$ cat src/touch_pkg.sv
// Functional notes
// idle: drivers off, bus silent
// pressure asserts active-low touch interrupt
// host masks interrupt before service
// host command names one coordinate
// x command energises x layer driver
// convert sample, return word serially
// y after x: x off, y on
// host repeats command per sample
// host unmasks, rechecks pressure, repeats
// pressure gone: device returns idle
// i2c read frame is 45 clocks
// 12-bit read needs 48/49 clocks
// driver-on time follows serial clock
// full set needs four reads
// slave only, talks after pressure
package touch_pkg;
  // serial bus address and result width
  localparam logic [6:0] DEV_ADDR      = 7'h48;
  localparam int         RESULT_BITS   = 12;
  // command byte: bits 7:6 select the coordinate
  localparam int         CMD_SEL_HI    = 7;
  localparam int         CMD_SEL_LO    = 6;
  localparam logic [1:0] SEL_X         = 2'h0;
  localparam logic [1:0] SEL_Y         = 2'h1;
  localparam logic [1:0] SEL_Z1        = 2'h2;
  localparam logic [1:0] SEL_Z2        = 2'h3;
  // clocks of the serial bus per read frame
  localparam int         FRAME_CLOCKS  = 45;
  localparam int         READ_CLK_RS   = 48;
  localparam int         READ_CLK_SS   = 49;
  // synchroniser depth and layer driver reset value
  localparam int         SYNC_STAGES   = 2;
  localparam logic [2:0] DRV_RESET     = 3'h0;
endpackage
$ cat src/command_touch_readout.sv
`timescale 1ns/1ps
// i2c slave touch readout: interrupt on pressure, one conversion per accepted read address
module command_touch_readout
  import touch_pkg::*;
#(
  parameter int DATA_W = RESULT_BITS
)
(
  // clock and reset
  input  wire logic              sys_clk_i,
  input  wire logic              rst_b_i,
  // panel side
  input  wire logic              pen_down_i,
  output logic                   x_drv_o,
  output logic                   y_drv_o,
  output logic                   z_drv_o,
  // converter
  output logic                   conv_start_o,
  input  wire logic              conv_done_i,
  input  wire logic [DATA_W-1:0] conv_data_i,
  // host side
  output logic                   pen_touch_irq_n,
  input  wire logic              scl_i,
  input  wire logic              sda_i,
  output logic                   sda_o,
  output logic                   sda_oe_o
);
  // refuse result widths that the 16-bit result shifter cannot carry
  if (DATA_W < 1 || DATA_W > 16)
  begin : g_width_check
    $error("DATA_W must be 1..16");
  end

  typedef enum {ST_IDLE, ST_ADDR, ST_ACK, ST_CMD, ST_RDATA, ST_RACK, ST_IGNORE} bus_st_t;

  logic scl_s, sda_s, pen_s;      // synchronised pins
  logic scl_d_r, sda_d_r;         // previous samples
  bus_st_t st_r;                  // bus state
  logic [7:0]  sh_r;              // receive shifter
  logic [3:0]  bit_r;             // bit counter
  logic        rd_r;              // read direction
  logic [15:0] tx_r;              // result word, msb first
  logic        drv_on_r;          // a layer driver is energised
  logic [1:0]  sel_r;             // selected coordinate
  logic        conv_pend_r;       // conversion running

  sync_2ff u_scl (.sys_clk_i(sys_clk_i), .rst_b_i(rst_b_i), .async_i(scl_i), .sync_o(scl_s));
  sync_2ff u_sda (.sys_clk_i(sys_clk_i), .rst_b_i(rst_b_i), .async_i(sda_i), .sync_o(sda_s));
  // pressure sense idles low, so its synchroniser resets low: no false interrupt
  sync_2ff #(.RST_VAL(1'b0)) u_pen (.sys_clk_i(sys_clk_i), .rst_b_i(rst_b_i),
                                    .async_i(pen_down_i), .sync_o(pen_s));

  // bus event decode
  wire scl_rise  = scl_s & ~scl_d_r;
  wire scl_fall  = ~scl_s & scl_d_r;
  wire start_ev  = scl_s & scl_d_r & sda_d_r & ~sda_s;
  wire stop_ev   = scl_s & scl_d_r & ~sda_d_r & sda_s;
  // address sits in the upper seven bits, direction in bit 0
  wire addr_hit  = (sh_r[7:1] == DEV_ADDR);
  wire [1:0] cmd_sel = sh_r[CMD_SEL_HI:CMD_SEL_LO];
  // result left-justified in the 16-bit shifter
  wire [15:0] tx_load = 16'(conv_data_i) << (16 - DATA_W);
  // read address accepted: start converting a whole bit ahead of the first data bit
  wire rd_go     = (st_r == ST_ADDR) & (bit_r == 4'h8) & scl_fall & addr_hit & sh_r[0];
  // device answers while pressure is present or while a layer driver is still on
  wire talk_ok   = pen_s | drv_on_r;

  // edge history
  always_ff @(posedge sys_clk_i or negedge rst_b_i)
  begin
    if (!rst_b_i)
    begin
      scl_d_r <= 1'b1;
      sda_d_r <= 1'b1;
    end
    else
    begin
      scl_d_r <= scl_s;
      sda_d_r <= sda_s;
    end
  end

  // interrupt follows pressure; low while idle and pressed
  always_ff @(posedge sys_clk_i or negedge rst_b_i)
  begin
    if (!rst_b_i)
      pen_touch_irq_n <= 1'b1;
    else
      pen_touch_irq_n <= ~(pen_s & ~drv_on_r);
  end

  // slave state machine
  always_ff @(posedge sys_clk_i or negedge rst_b_i)
  begin
    if (!rst_b_i)
    begin
      st_r      <= ST_IDLE;
      sh_r      <= 8'h00;
      bit_r     <= 4'h0;
      rd_r      <= 1'b0;
    end
    else if (stop_ev)
      st_r <= ST_IDLE;
    else if (start_ev)
    begin
      // start or repeated start restarts framing
      st_r  <= talk_ok ? ST_ADDR : ST_IGNORE;
      bit_r <= 4'h0;
    end
    else if (scl_rise && (st_r == ST_ADDR || st_r == ST_CMD))
    begin
      sh_r  <= {sh_r[6:0], sda_s};
      bit_r <= bit_r + 4'h1;
    end
    else if (scl_fall)
    begin
      case (st_r)
        ST_ADDR:
        begin
          if (bit_r == 4'h8)
          begin
            if (addr_hit)
            begin
              rd_r  <= sh_r[0];
              st_r  <= ST_ACK;
            end
            else
              st_r <= ST_IGNORE;
          end
        end
        ST_CMD:
        begin
          if (bit_r == 4'h8)
            st_r <= ST_ACK;
        end
        ST_ACK:
        begin
          bit_r <= 4'h0;
          if (rd_r)
            st_r <= ST_RDATA;
          else
            st_r <= ST_CMD;
        end
        ST_RDATA:
        begin
          bit_r <= bit_r + 4'h1;
          if (bit_r == 4'h7)
            st_r <= ST_RACK;
        end
        ST_RACK:
        begin
          bit_r <= 4'h0;
          // master ack fetches the low byte, nack ends the read
          st_r  <= sda_s ? ST_IGNORE : ST_RDATA;
        end
        default: st_r <= st_r;
      endcase
    end
  end

  // command handling, driver select, conversion and result shift
  always_ff @(posedge sys_clk_i or negedge rst_b_i)
  begin
    if (!rst_b_i)
    begin
      sel_r        <= SEL_X;
      drv_on_r     <= 1'b0;
      conv_pend_r  <= 1'b0;
      conv_start_o <= 1'b0;
      tx_r         <= 16'h0000;
    end
    else
    begin
      conv_start_o <= 1'b0;
      if (st_r == ST_CMD && bit_r == 4'h8 && scl_fall)
      begin
        // one layer on; a new coordinate turns the previous one off
        sel_r    <= cmd_sel;
        drv_on_r <= 1'b1;
      end
      // conversion starts as the read address is taken, so the word is loaded before
      // the first data bit has to appear on the line
      if (rd_go)
      begin
        conv_start_o <= 1'b1;
        conv_pend_r  <= 1'b1;
      end
      if (conv_pend_r && conv_done_i)
      begin
        tx_r        <= tx_load;
        conv_pend_r <= 1'b0;
      end
      else if (st_r == ST_RDATA && scl_fall)
        tx_r <= {tx_r[14:0], 1'b0};
      // stop ends the frame: driver on-time is bounded by bus clock pace
      if (stop_ev || (!pen_s && st_r == ST_IDLE))
        drv_on_r <= 1'b0;
    end
  end

  // layer drivers straight from flops; all off when idle
  always_ff @(posedge sys_clk_i or negedge rst_b_i)
  begin
    if (!rst_b_i)
      {x_drv_o, y_drv_o, z_drv_o} <= DRV_RESET;
    else
    begin
      x_drv_o <= drv_on_r & (sel_r == SEL_X);
      y_drv_o <= drv_on_r & (sel_r == SEL_Y);
      z_drv_o <= drv_on_r & ((sel_r == SEL_Z1) | (sel_r == SEL_Z2));
    end
  end

  // sda drive: ack low or data bit; released otherwise
  wire drive_ack = (st_r == ST_ACK);
  wire drive_dat = (st_r == ST_RDATA) & ~tx_r[15];
  always_ff @(posedge sys_clk_i or negedge rst_b_i)
  begin
    if (!rst_b_i)
    begin
      sda_o    <= 1'b1;
      sda_oe_o <= 1'b0;
    end
    else
    begin
      sda_o    <= 1'b0;
      sda_oe_o <= talk_ok & (drive_ack | drive_dat);
    end
  end

  // ---- checks ----
  x_y_excl_a: assert property (@(posedge sys_clk_i) disable iff (!rst_b_i)
    !(x_drv_o && y_drv_o)) else $error("x and y drivers both on");
  idle_quiet_a: assert property (@(posedge sys_clk_i) disable iff (!rst_b_i)
    (st_r == ST_IDLE && !drv_on_r) |=> !sda_oe_o) else $error("bus driven while idle");
  irq_pen_a: assert property (@(posedge sys_clk_i) disable iff (!rst_b_i)
    (pen_s && !drv_on_r) |=> !pen_touch_irq_n) else $error("irq missing");
  irq_release_a: assert property (@(posedge sys_clk_i) disable iff (!rst_b_i)
    !pen_s && !drv_on_r |=> pen_touch_irq_n) else $error("irq stuck");
  x_cmd_drv_a: assert property (@(posedge sys_clk_i) disable iff (!rst_b_i)
    (drv_on_r && sel_r == SEL_X) |=> x_drv_o) else $error("x driver off");
  y_cmd_drv_a: assert property (@(posedge sys_clk_i) disable iff (!rst_b_i)
    (drv_on_r && sel_r == SEL_Y) |=> (y_drv_o && !x_drv_o)) else $error("y driver");
  stop_off_a: assert property (@(posedge sys_clk_i) disable iff (!rst_b_i)
    stop_ev |=> ##1 !(x_drv_o || y_drv_o || z_drv_o)) else $error("driver on after stop");
  no_talk_a: assert property (@(posedge sys_clk_i) disable iff (!rst_b_i)
    (start_ev && !talk_ok) |=> st_r == ST_IGNORE) else $error("answered without pen");
  conv_load_a: assert property (@(posedge sys_clk_i) disable iff (!rst_b_i)
    (conv_pend_r && conv_done_i) |=> (tx_r == $past(tx_load))) else $error("result not loaded");
  cv_x: cover property (@(posedge sys_clk_i) disable iff (!rst_b_i) $rose(x_drv_o));
  cv_y: cover property (@(posedge sys_clk_i) disable iff (!rst_b_i)
    $fell(x_drv_o) ##[1:400] y_drv_o);
  cv_irq: cover property (@(posedge sys_clk_i) disable iff (!rst_b_i) $fell(pen_touch_irq_n));
endmodule

$ cat src/sync_2ff.sv
`timescale 1ns/1ps
// two-flop level synchroniser for one pin
module sync_2ff
#(
  parameter logic RST_VAL = 1'b1  // level held through reset, the pin's idle level
)
(
  // clock and reset
  input  wire logic sys_clk_i,
  input  wire logic rst_b_i,
  // pin in, synchronised level out
  input  wire logic async_i,
  output logic      sync_o
);
  logic meta_r;  // first stage, read only by second stage

  // two stages; reset value matches the pin's idle level so no false edge follows reset
  always_ff @(posedge sys_clk_i or negedge rst_b_i)
  begin
    if (!rst_b_i)
    begin
      meta_r <= RST_VAL;
      sync_o <= RST_VAL;
    end
    else
    begin
      meta_r <= async_i;
      sync_o <= meta_r;
    end
  end
endmodule

$ cat config.mk
export PLATFORM = sky130hd
export DESIGN_NAME = command_touch_readout
export DESIGN_NICKNAME = d
export VERILOG_FILES = /design/src/touch_pkg.sv /design/src/command_touch_readout.sv /design/src/sync_2ff.sv
export SDC_FILE = /design/constraint.sdc
export NUM_CORES = 1
export LEC_CHECK = 0
export BUFFER_PORTS_ARGS = -buffer_cell sky130_fd_sc_hd__buf_2
export CAP_MARGIN = 30
export CORE_MARGIN = 2
export CORE_UTILIZATION = 25
export DETAILED_ROUTE_END_ITERATION = 6
export SYNTH_ARGS = -nofsm -noshare
export SYNTH_HDL_FRONTEND = slang
export SYNTH_HIERARCHICAL = 1
export SYNTH_SLANG_ARGS = --single-unit
$ cat constraint.sdc
create_clock -name sys_clk_i -period 2.3 [get_ports sys_clk_i]
set_clock_uncertainty 0.1 [all_clocks]
set_input_delay 0.69 -clock sys_clk_i [delete_from_list [all_inputs] [get_ports sys_clk_i]]
set_output_delay 0.69 -clock sys_clk_i [all_outputs]
set_load 0.01 [all_outputs]
After elaboration in Yosys (flattened, before gate mapping)
Cells that the tools add are included.
- add/sub/neg operators: 1
- equality and inequality tests: 19
- multiplexer cells: 23
- bitwise gates (word level): 30
- reduce and logical (&&, ||, !) cells: 23
- operator list (kind ; count):
    $mux 32 ; 7
    $pmux 32 s5 ; 1
    $eq 32x3->1 const B ; 4
    $eq 32x2->1 const B ; 3
    $eq 32x1->1 const B ; 1
    $eq 32x4->1 const B ; 1
    $logic_not 32->1 ; 1
    $mux 16 ; 2
    $and 1x1->1 ; 17
    $mux 4 ; 3
    $ne 4x4->1 const B ; 3
    $not 1->1 ; 10
    $mux 3 ; 3
    $pmux 4 s2 ; 1
    $eq 7x7->1 const B ; 1
    $reduce_and 7->1 ; 1
    $reduce_bool 7->1 ; 1
    $logic_and 1x1->1 ; 6
    $reduce_and 3->1 ; 2
    $reduce_and 6->1 ; 1
    $reduce_bool 2->1 ; 3
    $reduce_bool 3->1 ; 2
    $mux 1 ; 5
    $add 4x1->4 const B ; 1
    other kinds (12) ; 16
- flip-flop bits (word level): 80
- input port bits: 18
- output and inout bits: 7
- word-level logic and storage cells: 119

Logic depth before layout (Yosys ltp)
- depth after elaboration: 8
- mapped depth: 7
- depth with buffers taken out: 7

By module
Netlist, hierarchy kept.
- modules (own cells, without submodules) (module ; instances ; cells each ; area an instance (µm²) ; seq. area each (µm²)):
    command_touch_readout ; 1 ; 190 ; 1978.1 ; 1031.0
    sync_2ff at u_scl ... ; 2 ; 2 ; 52.6 ; 52.6
    sync_2ff at u_pen ; 1 ; 2 ; 50.0 ; 50.0

Worst setup path after synthesis
No wires, ideal clock.
- path kind: register to register
- start: reg bit_r[0]
- end: reg sel_r[0]
- setup time: 0.128 ns
- arrival: 1.347 ns
- required time: 2.072 ns
- slack: 0.725 ns
- cell stages (with the launch flop): 7
- cell sequence: dfrtp_1 -> inv_1 -> ha_1 -> nand3b_1 -> nor3b_2 -> nand2_1 -> mux2_1
- word-level cells in the longest chain between the ends: 3
- ends and longest elaborated chain (what ; RTL line ; text):
    from (decl) ; command_touch_readout.sv:40 ; logic [3:0] bit_r;
    from (signal assigned) ; command_touch_readout.sv:113 ; bit_r <= bit_r + 4'h1;
    from (signal assigned) ; command_touch_readout.sv:146 ; bit_r <= bit_r + 4'h1;
    $eq 4x4->1 ; command_touch_readout.sv:175 ; if (st_r == ST_CMD && bit_r == 4'h8 && scl_fall)
    $logic_and 1x1->1 (2 in series) ; command_touch_readout.sv:175 ;
    to (signal assigned) ; command_touch_readout.sv:178 ; sel_r <= cmd_sel;
    to (decl) ; command_touch_readout.sv:44 ; logic [1:0] sel_r;
Every way passes these cells.
A chain may end at the register's enable or synchronous reset.

Final worst setup path
- start: reg st_r[2]
- end: reg drv_on_r
- word-level cells in the longest chain between the ends: 4
- ends and longest elaborated chain (what ; RTL line ; text):
    from (decl) ; command_touch_readout.sv:38 ; bus_st_t st_r;
    from (signal assigned) ; command_touch_readout.sv:107 ; st_r <= talk_ok ? ST_ADDR : ST_IGNORE;
    from (signal assigned) ; command_touch_readout.sv:154 ; st_r <= sda_s ? ST_IGNORE : ST_RDATA;
    from (signal assigned) ; command_touch_readout.sv:156 ; default: st_r <= st_r;
    $eq 32x3->1 or $logic_not 32->1 (tied branches) ; command_touch_readout.sv:175, command_touch_readout.sv:196 ;
    $logic_and 1x1->1, on equally long branches ; command_touch_readout.sv:175, command_touch_readout.sv:196 ;
    $logic_and 1x1->1 or $logic_or 1x1->1 (tied branches) ; command_touch_readout.sv:175, command_touch_readout.sv:196 ;
    $reduce_bool 2->1 (no source line) or $mux 1 (tied branches) ; n/a ;
    to (signal assigned) ; command_touch_readout.sv:167 ; drv_on_r <= 1'b0;
    to (signal assigned) ; command_touch_readout.sv:179 ; drv_on_r <= 1'b1;
    to (signal assigned) ; command_touch_readout.sv:197 ; drv_on_r <= 1'b0;
    to (decl) ; command_touch_readout.sv:43 ; logic drv_on_r;
Parallel ways exist; a longest one is shown, timed or not.

==> results.md <==
* Cts hold-fix bufs at 0
* Warnings, synthesis at 6
* Initial antenna violation count at 0
* GR Overflow Total at 0
* Predominant post-synthesis flop cell: dfrtp_1
* FFs w/ async S/R, synth at 100%
* Die area at 9290 um2
* Largest family of logic cells by synthesized area: simple AND/OR/NAND/NOR gates
* Clock Sinks at 47
* CP Max Fanout at 14
* Peak supply drop at 319 uV
* Drt first pass iters at 4
* Fillers at 858
* Core ar. at 8260 um2
* Power Density at 1020 nW/um2
* Clock power frac at 28.2%
* Gate Count Post-Synth at 196
* First-pass GRT wire length at 6870 um
* Arrival time at the worst endpoint at 1.90 ns
* Max Transition Viols Final at 0
* Max Used Layer: met4
* Net Count, Synth at 216
* Num rows at 33
* Residual DRC at 0
* Startpoint types: flop
* Setup bufs post-CTS at 0
* Register area share after synthesis at 55.6%
* Area share of fa/ha/maj cells after synthesis at 1.17%
* Total CTS buffers at 5
* Die H at 96.4 um
* Post-DP HPWL at 2780 um
* Vias in the first global route at 1430
* P_leak at 1.18 nW
* HP Class: primary input to asynchronous set/reset pin
* Clock buffer depth at 2
* Worst-Skew Late Latency at 0.31 ns
* Most frequent cells in the layout: 42 x nand2_1, 39 x dfrtp_1, 24 x buf_2, 13 x mux2i_1
* Crit end category: flop
* Compound-cell area share of the yosys netlist at 9.62%
* Sw power at 0.000768 W
* Die Wd at 96.4 um
* Sw Ratio at 30.1%
* Antenna Violating Nets Remaining at 0
* Via density per instance at 4.48
* H-tree levels at 2
* Final setup viols at 0
* Clock slew at reported path FFs at 0.09 ns
* Ant diodes at 0
* Final period util at 78.4%
* Wl on met1 at 1910 um
* Combinational cell fraction of total power at 22.9%
* Initial drt markers at 127
* Initial Util at 25.8%
* Final net count at 242
* Post-layout util at 30.2%
* GR Util All Layers at 9.66%
* Peak Freq at 555 MHz
* Maxcap violations at 0
* Post_cts resized at 0
* Outcome: complete, no violations
* RSZ-0062 raised after global routing: no
* Library cells used by synthesis at 52
* Share of cells above drive strength 1 at 22.4%
* Clock Tree Root: clkbuf_8
* Critical path class: flop to flop
* Synthesized area per cell at 10.9 um2
* Setup TNS Final at 0 ns
* Area Growth Syn to Fin at 17.1%
* Largest net degree at the start of global routing at 30
* Post-route minimum period at 1.80 ns
* Pint at 0.00178 W
* RePlAce Congestion at 0.861
* WL per Instance at 12.1 um
* Mapped cell area at 2130 um2
* Mux cell area share after synthesis at 8.21%
* Flop pwr share at 48.9%
* Final hold viol count at 0
* Crit path required time at 2.40 ns
* #FFs+latches synth at 47
* EDFF count, synth at 0
* DR vias at 1469
* # IOs at 25
* Simple-gate share of the synthesized area at 20.9%
* Routed wire length at 3980 um
* Commonest non-fill, non-tap cell in the layout: nand2_1
* CTS tree: yes
* DR WL met3 at 162 um
* Xor/xnor share of the synthesized area at 0.821%
* Routed met2 length at 1810 um
* Port bufs at 24
path summary, 6_finish.rpt:
path | from | to | slack, ns | cells past startpoint
setup reg to reg | st_r[2] | drv_on_r | 0.50 | 4
max in group asynchronous | rst_b_i | u_scl/meta_r | 1.29 | 2
setup / recovery | st_r[2] | drv_on_r | 0.50 | 4
hold / removal | rst_b_i | st_r[2] | 0.22 | 1
min in group sys_clk_i | u_pen/meta_r | u_pen/sync_o | 0.25 | 0
hold reg to reg | u_pen/meta_r | u_pen/sync_o | 0.25 | 0
state kept, by name (all words and copies together) (netlist names), 2 cells and up:
name   flops
tx_r      12
sh_r       8
bit_r      4
st_r       3
sel_r      2
through the flow:
stage,hold slack [ns],cells,total power (W),instance area [um2],worst slack [ns]
after floorplan,0.231,196,0.00172,2130,0.725
final,0.218,328,0.00255,2500,0.497
after detailed placement,0.236,320,0.00186,2360,0.482
after CTS,0.229,328,0.00258,2500,0.475
after global placement,0.237,320,0.00184,2360,0.532
after global routing,0.245,328,0.00274,2500,0.302
worst max-delay path, stage by stage, from the launching register on:
cell,delay [ns]
dfrtp_1,0.55
and2b_1,0.29
nor3b_2,0.24
nand2_1,0.16
a222oi_1,0.35
per-layer routing:
layer | GRT usage [%] | vias to the layer above
li1 | - | 724
met1 | 12.5 | 710
met2 | 15.2 | 30
met3 | 2.25 | 5
met4 | 4.81 | 0
met5 | 0 | -
area by class of cell:
class	instances	area, um2	share of cell area (%)
Clock inverter	2	60.1	2.40
Inverter	7	26.3	1.05
Clock buffer	6	72.6	2.91
Sequential cell	47	1190	47.5
Tap cell	105	131	5.26
Timing Repair Buffer	26	148	5.91
Multi-Input combinational cell	135	873	35.0
cell usage after synthesis, types with 2 or more instances:
library cell | number | share of area (%)
a211oi_1 | 2 | 0.70
and2_1 | 3 | 0.88
and4b_1 | 2 | 0.94
buf_2 | 2 | 0.47
buf_6 | 2 | 1.1
clkbuf_1 | 2 | 0.35
dfrtp_1 | 39 | 46
dfstp_2 | 8 | 9.9
ha_1 | 2 | 1.2
inv_1 | 5 | 0.88
mux2_1 | 2 | 1.1
mux2_2 | 2 | 1.1
mux2i_1 | 13 | 6.1
nand2_1 | 42 | 7.4
nand2b_1 | 4 | 1.2
nand3_1 | 2 | 0.47
nand3b_1 | 2 | 0.70
nor2_1 | 6 | 1.1
nor2b_1 | 3 | 0.88
nor3_1 | 4 | 0.94
nor3b_1 | 3 | 1.1
o21a_1 | 3 | 1.1
o21ai_0 | 6 | 1.4
o21ai_1 | 8 | 1.9
o221ai_1 | 2 | 0.82
logic make-up after synthesis:
group | count (synthesis)
adders and majority gates | 2
and+or+nand+nor | 83
xor gates and xnor gates | 2
AOI/OAI and AO/OA | 30
other | 1
muxes | 17
DFF | 47
buffers and inverters | 14
power groups by stage:
stage	clock network, W	registers, W	logic, W
3_3_place_gp	0	0.00126	0.000582
2_1_floorplan	0	0.00117	0.000553
3_5_place_dp	0	0.00126	0.000596
5_1_grt	0.000777	0.00129	0.000669
4_1_cts	0.000741	0.00125	0.000597
6_report	0.000718	0.00125	0.000585
Note: power is estimated with default switching activity, not from simulation.
